===== config.mk =====
export PLATFORM = sky130hd
export DESIGN_NAME = tks_slot_ctrl
export DESIGN_NICKNAME = d
export VERILOG_FILES = /design/src/tks_pkg.sv /design/src/tks_slot_ctrl.sv
export SDC_FILE = /design/constraint.sdc
export NUM_CORES = 1
export LEC_CHECK = 0
export BUFFER_PORTS_ARGS = -buffer_cell sky130_fd_sc_hd__buf_2
export CELL_PAD_IN_SITES_DETAIL_PLACEMENT = 1
export CELL_PAD_IN_SITES_GLOBAL_PLACEMENT = 1
export CORE_MARGIN = 4
export CORE_UTILIZATION = 30
export DETAILED_ROUTE_END_ITERATION = 6
export PLACE_DENSITY = 0.74
export SYNTH_ARGS = -nofsm -noshare
export SYNTH_HDL_FRONTEND = slang
export SYNTH_SLANG_ARGS = --single-unit

===== constraint.sdc =====
create_clock -name i_mclk -period 1.85 [get_ports i_mclk]
set_clock_uncertainty 0.2 [all_clocks]
set_input_delay 0 -clock i_mclk [delete_from_list [all_inputs] [get_ports i_mclk]]
set_output_delay 0 -clock i_mclk [all_outputs]
set_load 0.005 [all_outputs]

===== src/tks_pkg.sv =====
// package of constants and types for the touch key scan slot control slice
// How it works
// - auto mode: scan start rise sets key oscillator
// - auto mode: busy fall clears key oscillator
// - manual mode: busy fall clears reference oscillator
// - bits 5:4 pick slot 2 key
// - bits 3:2 pick slot 1 key
// - mode select low auto, high manual
// - auto mode scans slots 0 to 3
// - after four slots: overflow set, busy low
package tks_pkg;
    // ************************************************************
    // register map (word offsets, byte addresses)
    // ************************************************************
    localparam logic [3:0] TKS_OFS_CTRL   = 4'h0;  // control: start, mode
    localparam logic [3:0] TKS_OFS_MOD1   = 4'h4;  // module control one
    localparam logic [3:0] TKS_OFS_SLOT   = 4'h8;  // slot key select
    localparam logic [3:0] TKS_OFS_STAT   = 4'hC;  // status: busy, slot, key
    localparam logic [3:0] TKS_OFS_IRQ    = 4'h0;  // unused alias guard
    localparam logic [4:0] TKS_OFS_ISTAT  = 5'h10; // sticky event status
    localparam logic [4:0] TKS_OFS_IMASK  = 5'h14; // event mask
    // ************************************************************
    // field positions
    // ************************************************************
    localparam int TKS_CTRL_START  = 0;  // scan start bit
    localparam int TKS_CTRL_MODE   = 1;  // scan mode select
    localparam int TKS_M1_KOEN     = 4;  // key oscillator enable
    localparam int TKS_M1_ROEN     = 5;  // reference oscillator enable
    localparam int TKS_EV_OVF      = 0;  // slot overflow event
    localparam int TKS_EV_DONE     = 1;  // busy fell event
    // ************************************************************
    // reset values
    // ************************************************************
    localparam logic [7:0] TKS_SLOT_RST  = 8'hE4; // slot3=3 slot2=2 slot1=1 slot0=0
    localparam logic [7:0] TKS_MOD1_RST  = 8'h00;
    // ************************************************************
    // timing
    // ************************************************************
    localparam int TKS_SLOT_NS      = 64;                 // dwell per time slot
    localparam int TKS_CLK_MHZ      = 250;
    localparam logic [7:0] TKS_SLOT_CYC = 8'((TKS_SLOT_NS * TKS_CLK_MHZ) / 1000);
    // ************************************************************
    // types
    // ************************************************************
    typedef enum logic [1:0] { TKS_IDLE, TKS_SCAN } tks_state_e;
    typedef struct packed {
        logic [31:0] adr;
        logic [31:0] dat;
        logic [3:0]  sel;
        logic        we;
        logic        cyc;
        logic        stb;
    } tks_wb_req_s;
endpackage


===== src/tks_slot_ctrl.sv =====
// touch key scan slot control slice with classic wishbone slave
//
// Implementation choices: the register addresses and register access over Wishbone.
module tks_slot_ctrl (
    // clock and reset
    input  wire logic                 i_mclk,
    input  wire logic                 i_sys_rst,
    // wishbone slave request
    input  wire tks_pkg::tks_wb_req_s i_wb_req,
    // wishbone slave answer
    output logic [31:0]               o_wb_dat,
    output logic                      o_wb_ack,
    // scan status to the touch unit
    output logic                      o_scan_busy_flag,
    output logic                      o_slot_overflow_flag,
    output logic [1:0]                o_slot,
    output logic [1:0]                o_scan_key,
    output logic                      o_key_osc_enable,
    output logic                      o_ref_osc_enable,
    // interrupt
    output logic                      o_irq
);
    import tks_pkg::*;

    // ************************************************************
    // state
    // ************************************************************
    logic [7:0]  mod1_q;          // keys, koen, roen
    logic [7:0]  slot_q;          // slot key select
    logic        start_q;         // scan start bit
    logic        mode_q;          // scan mode select
    logic        busy_q;          // scan busy flag
    logic        ovf_q;           // slot overflow flag
    logic        busy_prev_q;     // busy history for fall detect
    logic        start_prev_q;    // start history for rise detect
    logic [1:0]  slot_q2;         // current slot index
    logic [7:0]  dwell_q;         // cycles left in slot
    logic [1:0]  ev_q;            // sticky events
    logic [1:0]  mask_q;          // event mask
    tks_state_e  st_q;
    logic        ack_q;

    // bus decode
    logic        acc;             // new access this cycle
    logic        wr;
    logic [4:0]  ofs;
    logic        start_rise;
    logic        busy_fall;

    // key chosen for a slot from the select field
    function automatic logic [1:0] slot_key(input logic [7:0] sel, input logic [1:0] s);
        slot_key = sel[2*s +: 2];
    endfunction

    // a request is taken while ack is low; ack answers it one cycle later
    assign acc        = i_wb_req.cyc & i_wb_req.stb & ~ack_q;
    // writes commit on the edge where the master samples ack, not on the taking edge,
    // so a master waiting for ack never sees a register change ahead of it
    assign wr         = i_wb_req.cyc & i_wb_req.stb & ack_q & i_wb_req.we & i_wb_req.sel[0];
    assign ofs        = i_wb_req.adr[4:0];
    assign start_rise = start_q & ~start_prev_q;
    assign busy_fall  = busy_prev_q & ~busy_q;

    // ************************************************************
    // bus answer: ack one cycle after request, dropped next cycle
    // ************************************************************
    always_ff @(posedge i_mclk) begin
        if (i_sys_rst) begin
            ack_q    <= 1'b0;
            o_wb_dat <= 32'h0000_0000;
        end else begin
            ack_q    <= acc;
            o_wb_dat <= 32'h0000_0000;
            // read mux loads every edge; it only matters while ack stands
            // unmapped offsets read as zero
            unique case (ofs)
                {1'b0, TKS_OFS_CTRL}: o_wb_dat <= {30'h0, mode_q, start_q};
                {1'b0, TKS_OFS_MOD1}: o_wb_dat <= {24'h0, mod1_q};
                {1'b0, TKS_OFS_SLOT}: o_wb_dat <= {24'h0, slot_q};
                {1'b0, TKS_OFS_STAT}: o_wb_dat <= {26'h0, o_scan_key, slot_q2, ovf_q, busy_q};
                TKS_OFS_ISTAT:        o_wb_dat <= {30'h0, ev_q};
                TKS_OFS_IMASK:        o_wb_dat <= {30'h0, mask_q};
                default:              o_wb_dat <= 32'h0000_0000;
            endcase
        end
    end
    assign o_wb_ack = ack_q;

    // ************************************************************
    // control register: start and mode
    // ************************************************************
    always_ff @(posedge i_mclk) begin
        if (i_sys_rst) begin
            start_q      <= 1'b0;
            mode_q       <= 1'b0;
            start_prev_q <= 1'b0;
        end else begin
            start_prev_q <= start_q;
            if (wr && ofs == {1'b0, TKS_OFS_CTRL}) begin
                start_q <= i_wb_req.dat[TKS_CTRL_START];
                mode_q  <= i_wb_req.dat[TKS_CTRL_MODE];
            end
        end
    end

    // ************************************************************
    // slot select register
    // ************************************************************
    always_ff @(posedge i_mclk) begin
        if (i_sys_rst) begin
            slot_q <= TKS_SLOT_RST;
        end else if (wr && ofs == {1'b0, TKS_OFS_SLOT}) begin
            slot_q <= i_wb_req.dat[7:0];
        end
    end

    // ************************************************************
    // module control one: key enables and oscillator enables
    // ************************************************************
    // hardware set/clear takes priority over a software write in the same cycle
    always_ff @(posedge i_mclk) begin
        if (i_sys_rst) begin
            mod1_q <= TKS_MOD1_RST;
        end else begin
            // software write of the whole byte
            if (wr && ofs == {1'b0, TKS_OFS_MOD1}) begin
                mod1_q <= i_wb_req.dat[7:0];
            end
            // auto mode: start rise switches both oscillators on
            if (!mode_q && start_rise) begin
                mod1_q[TKS_M1_KOEN] <= 1'b1;
                mod1_q[TKS_M1_ROEN] <= 1'b1;
            end
            // end of scan: reference oscillator off, key oscillator too in auto mode
            if (busy_fall) begin
                // manual mode leaves the key oscillator to software
                if (!mode_q) begin
                    mod1_q[TKS_M1_KOEN] <= 1'b0;
                end
                mod1_q[TKS_M1_ROEN] <= 1'b0;
            end
        end
    end
    assign o_key_osc_enable = mod1_q[TKS_M1_KOEN];
    assign o_ref_osc_enable = mod1_q[TKS_M1_ROEN];

    // ************************************************************
    // scan sequencer: slots 0..3 in auto, single interval in manual
    // ************************************************************
    always_ff @(posedge i_mclk) begin
        if (i_sys_rst) begin
            st_q        <= TKS_IDLE;
            busy_q      <= 1'b0;
            busy_prev_q <= 1'b0;
            slot_q2     <= 2'h0;
            dwell_q     <= 8'h00;
        end else begin
            busy_prev_q <= busy_q;
            unique case (st_q)
                TKS_IDLE: begin
                    // wait for the start bit to rise
                    if (start_rise) begin
                        st_q    <= TKS_SCAN;
                        busy_q  <= 1'b1;
                        slot_q2 <= 2'h0;
                        dwell_q <= TKS_SLOT_CYC;
                    end
                end
                TKS_SCAN: begin
                    // still inside the current slot
                    if (dwell_q > 8'h01) begin
                        dwell_q <= dwell_q - 8'h01;
                    // auto mode steps to the next slot
                    end else if (!mode_q && slot_q2 != 2'h3) begin
                        slot_q2 <= slot_q2 + 2'h1;
                        dwell_q <= TKS_SLOT_CYC;
                    // last slot, or the single manual interval, is over
                    end else begin
                        st_q   <= TKS_IDLE;
                        busy_q <= 1'b0;
                    end
                end
                // unused encodings fall back to idle
                default: begin
                    st_q   <= TKS_IDLE;
                    busy_q <= 1'b0;
                end
            endcase
        end
    end
    assign o_scan_busy_flag = busy_q;
    assign o_slot           = slot_q2;
    // slot key only honoured in auto mode; manual holds key 0
    assign o_scan_key = mode_q ? 2'h0 : slot_key(slot_q, slot_q2);

    // ************************************************************
    // overflow flag and interrupt events
    // ************************************************************
    // set wins over a write-one clear in the same cycle
    always_ff @(posedge i_mclk) begin
        if (i_sys_rst) begin
            ovf_q  <= 1'b0;
            ev_q   <= 2'h0;
            mask_q <= 2'h0;
        end else begin
            // a new scan forgets the last overflow
            if (start_rise) begin
                ovf_q <= 1'b0;
            end
            // only an auto scan runs out of slots
            if (busy_fall && !mode_q) begin
                ovf_q <= 1'b1;
            end
            // mask is plain storage
            if (wr && ofs == TKS_OFS_IMASK) begin
                mask_q <= i_wb_req.dat[1:0];
            end
            // write-one clear first, new events or in afterwards
            ev_q <= (ev_q & ~((wr && ofs == TKS_OFS_ISTAT) ? i_wb_req.dat[1:0] : 2'h0))
                    | {busy_fall, busy_fall & ~mode_q};
        end
    end
    assign o_slot_overflow_flag = ovf_q;
    assign o_irq                = |(ev_q & mask_q);
endmodule


==> summary.txt <==
Worst setup path
  – CP max FO: 5
  – Crit path max-delay family: compound AO/OA/AOI/OAI gates
  – Crit. path cell count: 5
  – R2R cell count: 5
  – Worst setup EP type: register
  – Setup crit start kind: register
  – CP Data Arrival Time: 1960 ps
  – Worst Setup EP: o_slot[0]
  – Reg-to-Reg End: o_slot[0]
  – Crit-path slowest cell: o41a_1
  – Crit path kind: reg -> reg
  – Worst endpoint required time: 1850 ps
  – CP startpoint: o_slot[0]
  – Biggest cell delay along the critical path: 500 ps
  – Crit-path cells: ha_4 > or3b_4 > o41a_1 > mux2i_1 > nor2_1
  – Critical R2R Launch: o_slot[0]
  – R2R Setup Slk: -110 ps
  – Worst path buffer plus inverter count: 0

Hold path
  – Hold Crit Class: in -> reg

STA
  – Worst hold slack: -219 ps
  – Max-slew violations: 0
  – RSZ-0062 raised after global routing: true
  – Setup_tns: -650 ps
  – Fin worst setup slack: -107 ps
  – Minimum clock period: 1960 ps
  – Fin crit share: 1.06
  – Final hold vios: 8
  – Max frequency: 0.511 GHz
  – Final setup fails: 10

Drt
  – Drt pass-1 iters: 4
  – Antenna-violating nets left: 0
  – DRC viols: 0
  – Routed WL per cell: 16.0 um
  – Via count: 2080
  – Vias per Instance: 4.85
  – 1st-iter DRT viols: 49
  – Final WL: 6860 um

Layout
  – Synthesis-to-finish area growth: 35.0%
  – Net count reported at finish: 405
  – Antenna fix cells: 0
  – Layout fillers: 858
  – Layout Cells excl Fill: 429
  – Layout cells sized above 1: 0.330

Clock tree
  – Num CTS Buffers: 5
  – H-tree depth: 2
  – Clock transition at path regs: 90 ps
  – Clk_lat worst skew: 310 ps
  – CTS Sinks: 45
  – TritonCTS clock tree: done
  – Hold_buf cts: 15
  – Clock buffer depth: 2
  – Root Driver: clkbuf_8

Logic synthesis
  – Synth Cell Area: 2330 sq um
  – Number of synthesized flops with an enable pin: 0
  – XOR/XNOR share of the synthesized area: 0.00376
  – Synth Register Bits: 45
  – Synth Instances: 243
  – Register area share after synthesis: 0.387
  – Fraction of synthesized area in multiplexers: 0.118
  – Syn. warnings: 0
  – Synth Area in Adders: 0.0161
  – FFs w/ async S/R, synth: 0
  – Synth Area in Compound Gates: 0.150
  – Combinational family with the most area after synthesis: simple AND/OR/NAND/NOR gates
  – Post-synth top flop: dfxtp_1
  – Post-synthesis simple-gate area fraction: 0.212
  – Yosys cell types: 49
  – Synth Area per Inst: 9.58 sq um

Placed design
  – IO Port Bufs: 36
  – Placed insts: 402
  – Final GP Congestion: 0.788
  – Post-detail-place hpwl: 4870 um

Pwr
  – PwrDens: 566 nW/um^2
  – Cell internal pwr: 1.31 mW
  – Part of the power in registers: 0.545
  – Switching share of power: 0.266
  – Pleak: 1.36 nW
  – VDD IR max: 0.430 mV
  – Comb pwr share: 0.068
  – P_sw: 0.473 mW
  – Clock Power Share: 0.387

Run status
  – Failing checks: negative hold slack, negative setup slack
  – Status: finished, violations left

Floorplan
  – Initial core utilization: 0.314
  – Die width: 96.1 um
  – Core box area: 7410 sq um
  – I/O pins: 115
  – Die height: 96.1 um
  – Cell row count: 31
  – Total die area: 9240 sq um

Global routing
  – Via count of the first global-routing pass: 2198
  – Initial antenna violation count: 0
  – Gr ovfl total: 0
  – Total track usage: 0.150
  – First-pass GRT wire length: 10700 um
  – Largest net degree at the start of global routing: 18

Run
  – MaxCap Viol Count: 0
==> metal layers <==
metal  part of all wire  global-route usage  up-vias
li1                   -                   -     1002
met1               0.44               0.187     1012
met2               0.50               0.254       54
met3              0.041              0.0227       12
met4              0.017              0.0664        0
met5                  0                   0        -
==> power groups by stage <==
stage | Sequential (mW) | Combinational (mW) | Clock (mW)
global route | 0.969 | 0.134 | 0.734
CTS | 0.969 | 0.120 | 0.714
finish | 0.969 | 0.121 | 0.689
floorplan | 0.991 | 0.0838 | 0
detailed placement | 0.991 | 0.0946 | 0
global placement | 0.991 | 0.0928 | 0
==> synth_stat cells, types with 2 or more instances <==
cell type	instances	area [sq um]
or2_2	2	12.5
o2bb2ai_1	2	17.5
nand3b_1	4	30.0
a211oi_1	4	30.0
buf_6	2	22.5
and4_1	2	17.5
and2_1	2	12.5
ha_1	3	37.5
mux4_2	2	45.0
a311oi_1	2	17.5
a21oi_1	10	50.1
a22oi_1	4	30.0
or3b_1	2	17.5
inv_1	6	22.5
nor4_1	2	12.5
clkbuf_1	7	26.3
dfxtp_1	45	901
or3_1	6	37.5
nand2_1	9	33.8
nor2_1	29	109
mux2i_1	23	230
nand3_1	3	15.0
nand4_1	4	25.0
nand2b_1	3	18.8
a211o_1	4	35.0
a222oi_1	4	40.0
nor2b_1	9	56.3
buf_4	25	188
nor3_1	3	15.0
==> cell type report <==
| class | instances | area [sq um] | share of cell area |
|---|---|---|---|
| Timing Repair Buffer | 90 | 654 | 0.208 |
| Clock buffer | 5 | 68.8 | 0.0219 |
| Clock inverter | 3 | 28.8 | 0.00916 |
| Sequential cell | 45 | 910 | 0.289 |
| Inverter | 6 | 22.5 | 0.00717 |
| Multi-Input combinational cell | 181 | 1340 | 0.425 |
| Tap cell | 99 | 124 | 0.0394 |
==> how the worst min path moves through the flow <==
stage | from | endpoint | depth (start not counted)
3_5_place_dp | i_wb_req[13] | slot_q[6] | 2
6_report | i_sys_rst | o_slot[0] | 2
4_1_cts | i_sys_rst | o_slot[0] | 2
5_1_grt | i_sys_rst | mod1_q[7] | 2
3_3_place_gp | i_wb_req[9] | slot_q[2] | 2
2_1_floorplan | i_wb_req[7] | ev_q[0] | 1
==> cells by family (layout without fill, tap and decap cells) <==
kind of cell / Yosys count / in the layout
fa+ha+maj: 3 / 3
buf+inv: 40 / 104
flops: 45 / 45
xor+xnor: 1 / 1
other cells: 1 / 24
compound gates: 41 / 41
mux: 25 / 25
simple gates: 87 / 87
==> what timing repair did <==
action                                 CTS  global route
setup endpoints to repair               10            12
endpoints found under the hold margin   33             8
pin swaps                                9             6
setup buffers                            1             3
cloned                                   0             0
resized for setup                       13             3
==> placed cells by master, fill, tap and decap left out, types with 3 or more instances in the layout <==
cell / Yosys / final
a22oi_1: 4 / 4
buf_4: 25 / 33
dfxtp_1: 45 / 40
dlygate4sd3_1: 0 / 15
nand4_1: 4 / 4
a211oi_1: 4 / 3
a211o_1: 4 / 4
clkbuf_8: 0 / 5
nor2_1: 29 / 29
mux2i_1: 23 / 23
inv_1: 6 / 6
nand3_1: 3 / 3
nand3b_1: 4 / 4
or3_1: 6 / 6
dfxtp_2: 0 / 4
nand2b_1: 3 / 3
buf_6: 2 / 5
a21oi_1: 10 / 9
conb_1: 1 / 24
buf_2: 0 / 36
a222oi_1: 4 / 4
nand2_1: 9 / 9
nor2b_1: 9 / 9
==> registers in the layout, indices dropped and copies added, names as in the netlist, 2 cells and up <==
signal,cells
slot_q,8
ev_q,2
mask_q,2
dwell_q,8
o_slot,2
o_wb_dat,8
mod1_q,8
==> metrics by stage <==
stage | hold WS (ps) | total power, mW | utilization | setup slack [ps] | cell area (sq um)
global route | -205 | 1.84 | 0.424 | -194 | 3140
detailed placement | 23.5 | 1.09 | 0.377 | -129 | 2790
finish | -219 | 1.78 | 0.424 | -107 | 3140
CTS | -213 | 1.80 | 0.419 | -67.5 | 3100
global placement | 22.6 | 1.08 | 0.377 | -48.4 | 2790
floorplan | -91.3 | 1.08 | - | -70.7 | 2450
Power figures use the tool's default switching activity.
